$ cat src/i2c_port_map.svh
// Function
// RULE_01 - Answer seven-bit address 0x09 for both write and read direction bits.
// RULE_02 - Drive acknowledge on ninth clock after matching write address.
// RULE_03 - First byte after write address loads the pointer at its acknowledge.
// RULE_04 - Byte after a pointer byte goes to pending buffer, not applied.
// RULE_05 - Bytes alternate pointer then data without limit inside one write.
// RULE_06 - Write may end after any byte count by repeated START or STOP.
// RULE_07 - Pending data survives repeated STARTs, including other devices, unapplied.
// RULE_08 - STOP copies all pending values into command registers together.
// RULE_09 - Seven readable registers: three status, four writable command registers.
// RULE_10 - Read returns register chosen by latest pointer; one register per read.
// RULE_11 - After read address acknowledge, shift selected byte over eight clocks.
// RULE_12 - Clocks beyond the returned byte see data line released high.
// RULE_13 - In reads acknowledge only the address; release after one byte.
// RULE_14 - Master rewrites pointer to change register; rereads need only address.
// RULE_15 - Command read returns pending value if modified since last STOP.
// RULE_16 - Power loss resets both input current limit fields to 0x00 or 0x1F.
// RULE_17 - Without pending interrupt, status sampled at read address acknowledge.
// RULE_18 - Unmasked event drives interrupt low and freezes all three status registers.
// RULE_19 - Clearing interrupt releases frozen status, back to live sampling.
// RULE_20 - Master writes only pointers 0x00 to 0x02 and 0x06 to 0x07.
// RULE_21 - Combined read: write address, pointer, repeated START, read address, one byte.
// RULE_22 - Any byte written to 0x06 clears the pending interrupt at its acknowledge.
// RULE_23 - Never stretch or pull the serial clock line low.
// RULE_24 - Frames are eight bits MSB first, ninth clock carries receiver acknowledge.
// RULE_25 - Synchronise and glitch-filter clock and data before edge and condition detection.
`ifndef I2C_PORT_MAP_SVH
`define I2C_PORT_MAP_SVH
`define SLAVE_ADDR 7'h09
`define RW_WRITE 1'b0
`define RW_READ 1'b1
`define PTR_CMD0 8'h00
`define PTR_CMD1 8'h01
`define PTR_CMD2 8'h02
`define PTR_STAT0 8'h03
`define PTR_STAT1 8'h04
`define PTR_STAT2 8'h05
`define PTR_IMR 8'h06
`define PTR_SHIP 8'h07
`define IDX_IMR 2'h3
`define IDX_USB_LIMIT 2'h0
`define IDX_ADAPTER_LIMIT 2'h1
`define LIMIT_LSB 0
`define LIMIT_MSB 4
`define LIMIT_DEFAULT_LOW 5'h00
`define LIMIT_DEFAULT_HIGH 5'h1F
`define MASK_LSB 2
`define MASK_MSB 7
`define CMD_RESET 8'h00
`define STATUS_RESET 8'h00
`define PTR_RESET 8'h00
`define READ_IDLE 8'hFF
`define BITS_PER_BYTE 4'h8
`define CLK_MHZ 100
`define GLITCH_NS 30
`define GLITCH_CYC ((`GLITCH_NS * `CLK_MHZ + 999) / 1000)
`endif

$ cat src/i2c_port_pkg.sv
package i2c_port_pkg;
  typedef enum logic [2:0] {
    st_idle, st_addr, st_addr_ack, st_wr_byte, st_wr_ack, st_rd_byte, st_ignore
  } bus_state_t;

  typedef struct packed {
    bus_state_t st;
    logic [7:0] shift;
    logic [3:0] cnt;
    logic rw;
    logic ptr_phase;
    logic [7:0] ptr;
    logic [3:0][7:0] cmd;
    logic [3:0][7:0] pend;
    logic [3:0] mod;
    logic sda_oe;
    logic sda_out;
    logic irq_clear;
    logic status_sample;
  } port_state_t;

  typedef struct packed {
    logic [1:0] scl_s;
    logic [1:0] sda_s;
    logic scl_f;
    logic sda_f;
    logic [1:0] scl_c;
    logic [1:0] sda_c;
    logic scl_rise;
    logic scl_fall;
    logic start;
    logic stop;
  } line_state_t;

  typedef struct packed {
    logic [2:0][7:0] snap;
    logic irq;
    logic irq_b;
  } snap_state_t;
endpackage : i2c_port_pkg

$ cat src/line_events_if.sv
interface line_events_if;
  logic scl_rise;
  logic scl_fall;
  logic sda;
  logic start;
  logic stop;
  modport src (output scl_rise, output scl_fall, output sda, output start, output stop);
  modport snk (input scl_rise, input scl_fall, input sda, input start, input stop);
endinterface : line_events_if

$ cat src/i2c_line_filter.sv
`include "i2c_port_map.svh"
module i2c_line_filter (
  // Clock and reset
  input wire logic clk,
  input wire logic rst_b,
  // Raw bus lines
  input wire logic scl_in,
  input wire logic sda_in,
  // Filtered events
  line_events_if.src ev
);
  i2c_port_pkg::line_state_t s, next_s;

  // Follows the synced level only once it held for the filter time
  function automatic logic [2:0] filt_step(input logic raw, input logic filt,
                                           input logic [1:0] cnt);
    if (raw == filt) begin
      filt_step = {filt, 2'h0};
    end else if (cnt == 2'(`GLITCH_CYC - 1)) begin
      filt_step = {raw, 2'h0};
    end else begin
      filt_step = {filt, cnt + 2'h1};
    end
  endfunction : filt_step

  always_comb begin
    next_s = s;
    next_s.scl_s = {s.scl_s[0], scl_in}; // RULE_25
    next_s.sda_s = {s.sda_s[0], sda_in}; // RULE_25
    {next_s.scl_f, next_s.scl_c} = filt_step(s.scl_s[1], s.scl_f, s.scl_c); // RULE_25
    {next_s.sda_f, next_s.sda_c} = filt_step(s.sda_s[1], s.sda_f, s.sda_c); // RULE_25
    next_s.scl_rise = next_s.scl_f && !s.scl_f;
    next_s.scl_fall = !next_s.scl_f && s.scl_f;
    // Data edge while clock stays high marks START or STOP
    next_s.start = s.scl_f && next_s.scl_f && s.sda_f && !next_s.sda_f;
    next_s.stop = s.scl_f && next_s.scl_f && !s.sda_f && next_s.sda_f;
  end

  always_ff @(posedge clk) begin
    if (!rst_b) begin
      s <= '{scl_s: 2'h3, sda_s: 2'h3, scl_f: 1'b1, sda_f: 1'b1, default: '0};
    end else begin
      s <= next_s;
    end
  end

  assign ev.scl_rise = s.scl_rise;
  assign ev.scl_fall = s.scl_fall;
  assign ev.sda = s.sda_f;
  assign ev.start = s.start;
  assign ev.stop = s.stop;
endmodule : i2c_line_filter

$ cat src/status_snapshot.sv
`include "i2c_port_map.svh"
module status_snapshot (
  // Clock and reset
  input wire logic clk,
  input wire logic rst_b,
  // Live status and events
  input wire logic [2:0][7:0] live,
  input wire logic [5:0] events,
  input wire logic [5:0] mask,
  // Control from the port
  input wire logic sample,
  input wire logic clear,
  // Results
  output logic [2:0][7:0] snap,
  output logic irq_b
);
  i2c_port_pkg::snap_state_t s, next_s;
  logic trig;

  always_comb begin
    next_s = s;
    trig = |(events & mask);
    // New event beats a same-cycle clear
    next_s.irq = (s.irq && !clear) || trig; // RULE_18 RULE_19
    next_s.irq_b = !next_s.irq; // RULE_18
    // Frozen while pending; otherwise caught at event or read acknowledge
    if (!s.irq && (trig || sample)) begin
      next_s.snap = live; // RULE_17 RULE_18
    end
  end

  always_ff @(posedge clk) begin
    if (!rst_b) begin
      s <= '{snap: {3{`STATUS_RESET}}, irq: 1'b0, irq_b: 1'b1};
    end else begin
      s <= next_s;
    end
  end

  assign snap = s.snap;
  assign irq_b = s.irq_b;
endmodule : status_snapshot

$ cat src/i2c_subaddressed_register_port.sv
`include "i2c_port_map.svh"
module i2c_subaddressed_register_port (
  // Clock and reset
  input wire logic clk,
  input wire logic rst_b,
  // Serial bus; clock is input only, never driven
  input wire logic scl_in,
  input wire logic sda_in,
  output logic sda_out,
  output logic sda_oe,
  // Charger side
  input wire logic [2:0][7:0] live_status,
  input wire logic [5:0] status_events,
  input wire logic input_power_lost,
  input wire logic resistor_programmed_limit_mode,
  output logic [3:0][7:0] command_regs,
  output logic irq_b
);
  // Whole port state, registered as one word
  i2c_port_pkg::port_state_t s, next_s;
  logic [2:0][7:0] snap;
  logic snap_irq_b;
  logic [2:0] wslot;
  logic [7:0] rd_val;
  logic [4:0] lim_val;

  // Filtered line events from the synchroniser
  line_events_if lev ();

  // Clock is only ever sampled, so the port cannot stretch it
  i2c_line_filter i_filter (
    .clk(clk),
    .rst_b(rst_b),
    .scl_in(scl_in), // RULE_23
    .sda_in(sda_in), // RULE_25
    .ev(lev)
  );

  // Status freeze and interrupt line live in their own block
  status_snapshot i_snapshot (
    .clk(clk),
    .rst_b(rst_b),
    .live(live_status),
    .events(status_events),
    .mask(s.cmd[`IDX_IMR][`MASK_MSB:`MASK_LSB]),
    .sample(s.status_sample),
    .clear(s.irq_clear),
    .snap(snap),
    .irq_b(snap_irq_b)
  );

  // Maps a pointer to a command slot; top bit flags a stored command location
  function automatic logic [2:0] cmd_slot(input logic [7:0] ptr);
    if (ptr == `PTR_CMD0) begin
      cmd_slot = {1'b1, 2'h0};
    end else if (ptr == `PTR_CMD1) begin
      cmd_slot = {1'b1, 2'h1};
    end else if (ptr == `PTR_CMD2) begin
      cmd_slot = {1'b1, 2'h2};
    end else if (ptr == `PTR_IMR) begin
      cmd_slot = {1'b1, `IDX_IMR};
    end else begin
      // Ship location takes writes but keeps nothing here
      cmd_slot = {1'b0, 2'h0};
    end
  endfunction : cmd_slot

  // Maps a pointer to a status slot; top bit flags a status location
  function automatic logic [2:0] stat_slot(input logic [7:0] ptr);
    if (ptr == `PTR_STAT0) begin
      stat_slot = {1'b1, 2'h0};
    end else if (ptr == `PTR_STAT1) begin
      stat_slot = {1'b1, 2'h1};
    end else if (ptr == `PTR_STAT2) begin
      stat_slot = {1'b1, 2'h2};
    end else begin
      stat_slot = {1'b0, 2'h0};
    end
  endfunction : stat_slot

  // Byte returned by a read: pending beats active until the next STOP
  function automatic logic [7:0] read_value(input logic [7:0] ptr,
                                            input logic [3:0][7:0] cmd,
                                            input logic [3:0][7:0] pend,
                                            input logic [3:0] mod,
                                            input logic [2:0][7:0] stat);
    logic [2:0] cs;
    logic [2:0] ss;
    cs = cmd_slot(ptr);
    ss = stat_slot(ptr);
    if (cs[2] && mod[cs[1:0]]) begin
      read_value = pend[cs[1:0]]; // RULE_15
    end else if (cs[2]) begin
      read_value = cmd[cs[1:0]]; // RULE_09
    end else if (ss[2]) begin
      read_value = stat[ss[1:0]]; // RULE_09
    end else begin
      // Unused and ship locations read as an idle line
      read_value = `READ_IDLE;
    end
  endfunction : read_value

  // Applies every modified slot in the same cycle
  function automatic logic [3:0][7:0] commit_all(input logic [3:0][7:0] cmd,
                                                 input logic [3:0][7:0] pend,
                                                 input logic [3:0] mod);
    commit_all = cmd;
    for (int i = 0; i < 4; i++) begin
      if (mod[i]) begin
        commit_all[i] = pend[i]; // RULE_08
      end
    end
  endfunction : commit_all

  // Limit field default chosen by the programming resistor
  function automatic logic [4:0] limit_default(input logic mode);
    if (mode) begin
      limit_default = `LIMIT_DEFAULT_HIGH;
    end else begin
      limit_default = `LIMIT_DEFAULT_LOW;
    end
  endfunction : limit_default

  always_comb begin
    wslot = cmd_slot(s.ptr);
    rd_val = read_value(s.ptr, s.cmd, s.pend, s.mod, snap);
    lim_val = limit_default(resistor_programmed_limit_mode);
    next_s = s;
    // Strobes to the snapshot last one cycle
    next_s.irq_clear = 1'b0;
    next_s.status_sample = 1'b0;
    if (lev.stop) begin
      // Group update: every pending byte takes effect together
      next_s.cmd = commit_all(s.cmd, s.pend, s.mod); // RULE_08
      next_s.mod = 4'h0;
      next_s.sda_oe = 1'b0;
      next_s.sda_out = 1'b1;
      next_s.st = i2c_port_pkg::st_idle; // RULE_06
    end else if (lev.start) begin
      // Repeated START leaves pending data unapplied
      next_s.cnt = 4'h0;
      next_s.sda_oe = 1'b0;
      next_s.sda_out = 1'b1;
      next_s.st = i2c_port_pkg::st_addr; // RULE_06 RULE_07
    end else begin
      case (s.st)
        i2c_port_pkg::st_addr: begin
          if (lev.scl_rise) begin
            next_s.shift = {s.shift[6:0], lev.sda}; // RULE_24
            next_s.cnt = s.cnt + 4'h1;
          end else if (lev.scl_fall && s.cnt == `BITS_PER_BYTE) begin
            if (s.shift[7:1] == `SLAVE_ADDR) begin
              // Both direction bits are answered
              next_s.rw = s.shift[0]; // RULE_01
              next_s.sda_oe = 1'b1; // RULE_02
              next_s.sda_out = 1'b0;
              next_s.status_sample = (s.shift[0] == `RW_READ); // RULE_17
              next_s.st = i2c_port_pkg::st_addr_ack;
            end else begin
              // Another device owns this transfer
              next_s.st = i2c_port_pkg::st_ignore;
            end
          end
        end
        i2c_port_pkg::st_addr_ack: begin
          if (lev.scl_fall) begin
            next_s.cnt = 4'h0;
            if (s.rw == `RW_READ) begin
              // Snapshot was taken at the acknowledge, so it is settled here
              next_s.shift = rd_val; // RULE_10 RULE_21
              next_s.sda_out = rd_val[7]; // RULE_11
              next_s.st = i2c_port_pkg::st_rd_byte;
            end else begin
              next_s.sda_oe = 1'b0;
              next_s.sda_out = 1'b1;
              next_s.ptr_phase = 1'b1; // RULE_05
              next_s.st = i2c_port_pkg::st_wr_byte;
            end
          end
        end
        i2c_port_pkg::st_wr_byte: begin
          if (lev.scl_rise) begin
            next_s.shift = {s.shift[6:0], lev.sda}; // RULE_24
            next_s.cnt = s.cnt + 4'h1;
          end else if (lev.scl_fall && s.cnt == `BITS_PER_BYTE) begin
            next_s.sda_oe = 1'b1;
            next_s.sda_out = 1'b0;
            next_s.st = i2c_port_pkg::st_wr_ack;
            if (s.ptr_phase) begin
              next_s.ptr = s.shift; // RULE_03
            end else if (wslot[2]) begin
              next_s.pend[wslot[1:0]] = s.shift; // RULE_04
              next_s.mod[wslot[1:0]] = 1'b1; // RULE_15
            end
            // Any byte to the mask location clears the request
            if (!s.ptr_phase && s.ptr == `PTR_IMR) begin
              next_s.irq_clear = 1'b1; // RULE_22
            end
          end
        end
        i2c_port_pkg::st_wr_ack: begin
          if (lev.scl_fall) begin
            next_s.cnt = 4'h0;
            next_s.sda_oe = 1'b0;
            next_s.sda_out = 1'b1;
            next_s.ptr_phase = !s.ptr_phase; // RULE_05
            next_s.st = i2c_port_pkg::st_wr_byte;
          end
        end
        i2c_port_pkg::st_rd_byte: begin
          if (lev.scl_fall) begin
            if (s.cnt == 4'h7) begin
              // One byte only; later clocks see the pulled-up line
              next_s.sda_oe = 1'b0; // RULE_12 RULE_13 RULE_21
              next_s.sda_out = 1'b1;
              next_s.st = i2c_port_pkg::st_ignore;
            end else begin
              next_s.shift = {s.shift[6:0], 1'b0};
              next_s.sda_out = s.shift[6]; // RULE_11
              next_s.cnt = s.cnt + 4'h1;
            end
          end
        end
        default: begin
          // Idle and ignore wait for the next START or STOP
          next_s.sda_oe = 1'b0;
        end
      endcase
    end
    // Power loss rewrites the limit fields with no bus transfer
    if (input_power_lost) begin
      next_s.cmd[`IDX_USB_LIMIT][`LIMIT_MSB:`LIMIT_LSB] = lim_val; // RULE_16
      next_s.cmd[`IDX_ADAPTER_LIMIT][`LIMIT_MSB:`LIMIT_LSB] = lim_val; // RULE_16
    end
  end

  // Synchronous reset; only constants are loaded
  always_ff @(posedge clk) begin
    if (!rst_b) begin
      s <= '{st: i2c_port_pkg::st_idle, ptr: `PTR_RESET, cmd: {4{`CMD_RESET}},
             sda_out: 1'b1, default: '0};
    end else begin
      s <= next_s;
    end
  end

  // Outputs straight from registers
  assign sda_out = s.sda_out;
  assign sda_oe = s.sda_oe;
  assign command_regs = s.cmd;
  assign irq_b = snap_irq_b;
endmodule : i2c_subaddressed_register_port

$ cat config.mk
export PLATFORM = sky130hd
export DESIGN_NAME = i2c_subaddressed_register_port
export DESIGN_NICKNAME = d
export VERILOG_FILES = /design/src/i2c_port_pkg.sv /design/src/line_events_if.sv /design/src/i2c_line_filter.sv /design/src/status_snapshot.sv /design/src/i2c_subaddressed_register_port.sv
export VERILOG_INCLUDE_DIRS = /design/src
export SDC_FILE = /design/constraint.sdc
export NUM_CORES = 1
export LEC_CHECK = 0
export ABC_AREA = 0
export BUFFER_PORTS_ARGS = -buffer_cell sky130_fd_sc_hd__buf_4
export CORE_ASPECT_RATIO = 0.5
export CORE_UTILIZATION = 53
export CTS_CLUSTER_SIZE = 8
export DETAILED_ROUTE_END_ITERATION = 6
export HOLD_SLACK_MARGIN = 0.05
export PLACE_DENSITY = 0.85
export SLEW_MARGIN = 20
export SYNTH_ARGS = -nofsm -noshare
export SYNTH_HDL_FRONTEND = slang
export SYNTH_SLANG_ARGS = --single-unit
$ cat constraint.sdc
create_clock -name clk -period 1.9 [get_ports clk]
set_input_delay 0.095 -clock clk [delete_from_list [all_inputs] [get_ports clk]]
set_output_delay 0.095 -clock clk [all_outputs]
set_load 0.02 [all_outputs]
==> results of run 1 <==
[power groups by stage]
stage	logic, W	registers, W	clock network [W]
2_1_floorplan	0.000133	0.00297	0
3_3_place_gp	0.000225	0.00299	0
3_5_place_dp	0.000227	0.00299	0
4_1_cts	0.000276	0.00292	0.00356
5_1_grt	0.000303	0.00292	0.00372
6_report	0.000284	0.00292	0.00357
[layer usage]
layer / routed length [µm] / up-vias / share of wire [%]
met5: 0 / - / 0
met4: 692 / 0 / 3.0
met3: 2080 / 74 / 8.9
met2: 10400 / 392 / 45
met1: 10100 / 3334 / 43
li1: - / 3130 / -
[cells by family after synthesis]
kind of cell | Yosys count | share of synthesized area (%)
buf+inv | 99 | 7.60
xor+xnor | 3 | 0.388
compound gates | 182 | 16.7
flops | 137 | 40.5
mux | 63 | 9.60
fa+ha+maj | 4 | 0.738
simple gates | 326 | 24.5
[cell usage after synthesis (7+ instances only)]
library cell	n
a211oi_1	8
a21oi_1	78
and3_1	7
buf_2	13
buf_4	34
clkbuf_1	36
dfxtp_1	137
inv_1	10
mux2_2	16
mux2i_1	47
nand2_1	142
nand2b_1	14
nand3_1	39
nand3b_1	10
nor2_1	44
o211ai_1	9
o21ai_0	26
o22ai_1	9
or2_2	7
or4_1	12
[per-stage QoR]
stage | setup TNS [ns] | utilization (%)
final | -0.695 | 75.4
after global routing | -2.91 | 75.4
after CTS | -0.0263 | 73.4
after detailed placement | -4.02 | 64.4
after global placement | -2.14 | 64.4
after floorplan | 0 | -
[state kept, by name (all words and copies together), names as in the netlist, 2 cells and up]
name and count:
command_regs 32, i_filter.next_s 2, i_filter.s 7, i_snapshot.snap 24, s 63
[how the worst max path moves through the flow]
| stage | end |
|---|---|
| finish | s[89] |
| global route | s[92] |
| CTS | s[89] |
| detailed placement | s[89] |
| global placement | s[89] |
| floorplan | sda_out |
[critical path, cell delays in order, from the launching register on]
cell and delay (ns):
dfxtp_2 0.37, nor4_4 0.06, buf_4 0.15, buf_4 0.13
buf_6 0.15, and3_4 0.20, a222oi_1 0.61, o21a_1 0.18
a211oi_1 0.06
[cell type report]
| cell class | instances | area share [%] |
|---|---|---|
| Multi-Input combinational cell | 578 | 41.5 |
| Sequential cell | 137 | 30.2 |
| Timing Repair Buffer | 207 | 18.7 |
| Clock buffer | 19 | 4.73 |
| Tap cell | 165 | 2.26 |
| Clock inverter | 13 | 2.11 |
| Inverter | 11 | 0.451 |
[repair_timing]
action | 4_1_cts | 5_1_grt
hold buffers | 27 | 0
endpoints found under the hold margin | 31 | 0
pin swaps | 10 | 20
cloned | 0 | 0
resized for setup | 40 | 37
setup buffers | 4 | 11
endpoints found under the setup margin | 55 | 57
==> metrics.txt, run 1 <==
status complete, but fails checks; failing checks negative setup slack; grt met3 use 6.97%; Reg clk slew, reported paths 0.06 ns; Initial Util 55.9%; dpl hpwl 15.5 mm; post-synthesis sequential area ratio 40.5%; commonest cells after routing, fill and taps aside 166 x buf_4, 141 x nand2_1, 127 x dfxtp_1; FF+latch count, synth 137; placed inst area 0.00781 mm²; worst reg2reg endpoint s[89]; I/O pin total 71; area leader, netlist dfxtp_1; mapped cell area 0.00678 mm²; Worst R2R Setup Slack -0.14 ns; core area roughly 0.012 mm²; clock latency on the worst-skew pair 0.41 ns; DP Worst Slack -0.243 ns; critical path type flop to flop; Critical path origin s[79]; top cells by area, synth dfxtp_1 40%, nand2_1 7.9%, mux2i_1 6.9%; initial drt markers 935; row count 28; clock network power share a little over half; CTS H-tree depth 4; HP Class primary input to flop; total grt overflow 0; GP Congestion 0.985; Post-Route WL 23.3 mm; P_int 0.00525 W; peak supply drop between 600 and 700 µV; met2 Use GR 55.5%; register area 0.00276 mm²; post-route cell area 0.00915 mm²; crit path capture type flop; global route hottest layer met2; met1 usage between 40% and 50%; Final nets 992; layout cells sized above 1 between 30% and 40%; most common library cell in the layout ignoring fill and taps buf_4; Synth top area share 40.5%; synthesized area per cell 8.33 µm²; TritonCTS clock tree yes; Sw Ratio approximately 22%; Logic pwr share 4.2%; Final Critical Period around 2.0 ns; number of global-route vias before repair 6,459; clock sink total 137; period utilization 108%; total power 0.00678 W; area of the multi-input gates 0.00380 mm²; final cell count without fillers 1,130; final setup vio count 12; Sw Pwr 0.00152 W; register share of total power 43.1%; FF-to-FF path depth 8; hold_ws 0.0896 ns; gr usage total 35.0%; yosys warns 0; worst slew pin tran between 0.6 and 0.7 ns; Vias/cell a little over 6; initial antenna violation count 0; DRC errors left 0; CTS max path bufs 2; Top FF cell, synth dfxtp_1; antenna cells 0; Die Y 82.0 µm; Num CTS Buffers 17; Syn-to-layout area delta 34.9%; post-DR wirelength/cell 20.6 µm; RSZ-0062 raised after global routing true; Fmax achieved approximately 490 MHz; hold path endpoint s[83]; Max-Cap Viols 0; Post-Synthesis Cells 814; hold_sp rst_b; die width 162 µm; vias 6,930; Hold Vio Cnt, Final 0; post-synth cell types 70; Worst Hold Path Cells 3; I/O Buffers 70; CP arrival 2.33 ns; Leak roughly 3.7 nW; asr flop ratio synth 0%; Critical Path Source Type flop; pwr dens approximately 740 mW/mm²; clk_skew 0.00929 ns; clock root buffer clkbuf_16; Initial DRT Pass Iterations 6; largest net degree at the start of global routing 64; Final WS setup -0.143 ns; Post-synth EDFFs 0; Worst EP required 2.18 ns; first-pass GRT wire length 35.1 mm; placed instance count 1,056; Die Footprint ~0.013 mm²; Slew headroom 58.2%; Pins Over Slew Limit 0; worst r2r src s[79]; crit-path max FO 14; Fill cells 822; Synth Net Count between 800 and 900; Antenna Nets Post-Route 0
(Power assumes the default switching activity.)
==> inputs of run 2 (changes only) <==
--- a/config.mk
+++ b/config.mk
@@ -8,8 +8,10 @@
 export LEC_CHECK = 0
 export ABC_AREA = 0
 export BUFFER_PORTS_ARGS = -buffer_cell sky130_fd_sc_hd__buf_4
+export CELL_PAD_IN_SITES_DETAIL_PLACEMENT = 0
+export CELL_PAD_IN_SITES_GLOBAL_PLACEMENT = 1
 export CORE_ASPECT_RATIO = 0.5
-export CORE_UTILIZATION = 53
+export CORE_UTILIZATION = 40
 export CTS_CLUSTER_SIZE = 8
 export DETAILED_ROUTE_END_ITERATION = 6
 export HOLD_SLACK_MARGIN = 0.05
==> constraint.sdc (replaced) <==
create_clock -name clk -period 1.9 [get_ports clk]
set_input_delay 0.38 -clock clk [delete_from_list [all_inputs] [get_ports clk]]
set_output_delay 0.38 -clock clk [all_outputs]
set_load 0.02 [all_outputs]
==> run 2 against run 1 <==
  * The run still ends with negative setup slack left
  * Clock skew rose by 0.0052 ns
  * Via count fell by 5.7%
  * Sequential share of layout area rose by 0.57 points
  * Critical endpoint unchanged
  * Highest routed layer unchanged
==> metrics.txt, run 2 (synthesis results as in run 1) <==
status complete, but fails checks; failing checks negative setup slack; Fmax achieved 486 MHz; GP Congestion 0.978; CTS H-tree depth 4; post-DR wirelength/cell approximately 18 µm; HP Class primary input to flop; I/O Buffers 70; RSZ-0062 raised after global routing true; Worst R2R Setup Slack -0.16 ns; die width approximately 190 µm; placed instance count 1,139; most common library cell in the layout ignoring fill and taps buf_4; crit path cell chain buf_8, nor3b_4, o211ai_1, buf_4, buf_6, a222oi_1, o21a_1, a211oi_1; Worst EP required 2.20 ns; Max-Cap Viols 0; clock latency on the worst-skew pair 0.43 ns; final setup vio count 9; initial antenna violation count 0; Final Critical Period 2.06 ns; vias 6,536; Slowest-stage cell, CP a222oi_1; commonest cells after routing, fill and taps aside 188 x buf_4, 140 x nand2_1, 128 x dfxtp_1; Syn-to-layout area delta 32.5%; CP arrival 2.36 ns; Post-Route WL 21.7 mm; TritonCTS clock tree yes; crit path capture type flop; Top reg by flops s; number of global-route vias before repair 6,025; Worst Path Buf+Inv 3; Critical Path Max Stage Delay 0.49 ns; first-pass GRT wire length 33.4 mm; DRC errors left 0; CTS max path bufs 2; largest net degree at the start of global routing 36; pwr dens just over 700 mW/mm²; Critical Path Source Type flop; CTS Hold Bufs 0; Final WS setup -0.159 ns; Slew headroom 58.7%; Die Y 94.1 µm; Vias/cell between 5 and 6; Pins Over Slew Limit 0; Antenna Nets Post-Route 0; period utilization 108%; Final nets 985; clk_skew between 0.01 and 0.015 ns; Largest register FFs 63; clock sink total 137; Initial Util 41.1%; row count 33; Crit path max-delay family compound AO/OA/AOI/OAI gates; Leak 3.69 nW; I/O pin total 71; critical path type flop to flop; Fill cells between 1,500 and 2,000; peak supply drop 587 µV; DP Worst Slack -0.255 ns; worst slew pin tran 0.619 ns; Initial DRT Pass Iterations 6; antenna cells 0; crit-path max FO 8; Hold Vio Cnt, Final 0; initial drt markers 585; gr usage total 25.4%; Num CTS Buffers 17; dpl hpwl ~16 mm; total grt overflow 0; clock root buffer clkbuf_16; Die Footprint 0.0175 mm²; layout cells sized above 1 between 30% and 40%; Reg clk slew, reported paths 0.06 ns; core area 0.0165 mm²; final cell count without fillers about 1,200
==> run 2: cell types whose count changed in the layout (fill, tap and decap cells not counted), moves of 3 or more <==
cell	previous run	this run
o22ai_2	3	0
dlygate4sd3_1	27	0
buf_12	4	0
o22ai_1	6	9
buf_4	166	188
==> run 2: path summary, 6_finish.rpt <==
check / startpoint / end / cells past startpoint
setup reg to reg: s[74] / s[89] / 8
hold reg to reg: i_filter.next_s[13] / i_filter.s[13] / 1
hold / removal: scl_in / i_filter.next_s[13] / 2
setup / recovery: s[74] / s[89] / 8
==> run 2: through the flow <==
stage / hold slack, ns / util [%] / cell area, µm² / total power (W) / TNS, ns
floorplan: 0.386 / - / 6790 / 0.00311 / 0
global placement: 0.392 / 48.6 / 8010 / 0.00321 / -4.44
detailed placement: 0.395 / 48.6 / 8010 / 0.00321 / -5.19
CTS: 0.137 / 53.4 / 8790 / 0.00647 / -1.05
global route: 0.151 / 54.5 / 8980 / 0.00662 / -2.57
finish: 0.143 / 54.5 / 8980 / 0.00644 / -0.805
==> run 2: report_power, final <==
group	leakage (nW)	internal (W)	switching [W]
sequential	1.11	0.00289	0.0000269
combinational	2.31	0.000107	0.000129
clock	0.270	0.00194	0.00135
==> run 2: area by class of cell <==
type / count / area, µm² / share of cell area (%)
multi-input cells: 578 / 3770 / 42.0
flip-flops and latches: 137 / 2760 / 30.8
repair buffers: 200 / 1550 / 17.3
clock buffers: 18 / 429 / 4.78
well taps: 227 / 284 / 3.16
clock inverters: 13 / 144 / 1.60
inverters: 11 / 41.3 / 0.460
==> run 2: routing by layer <==
metal	up-vias	part of all wire, %	track usage, %
met5	-	0	0
met4	0	1.5	6.22
met3	21	6.6	6.09
met2	247	44	38.4
met1	3150	48	36.1
li1	3118	-	-
==> run 2: timing repair <==
item / in CTS / in global routing
endpoints found under the setup margin: 54 / 52
buffers inserted: 8 / 8
gates resized for setup: 46 / 34
pin swaps: 11 / 12
cloned: 0 / 0
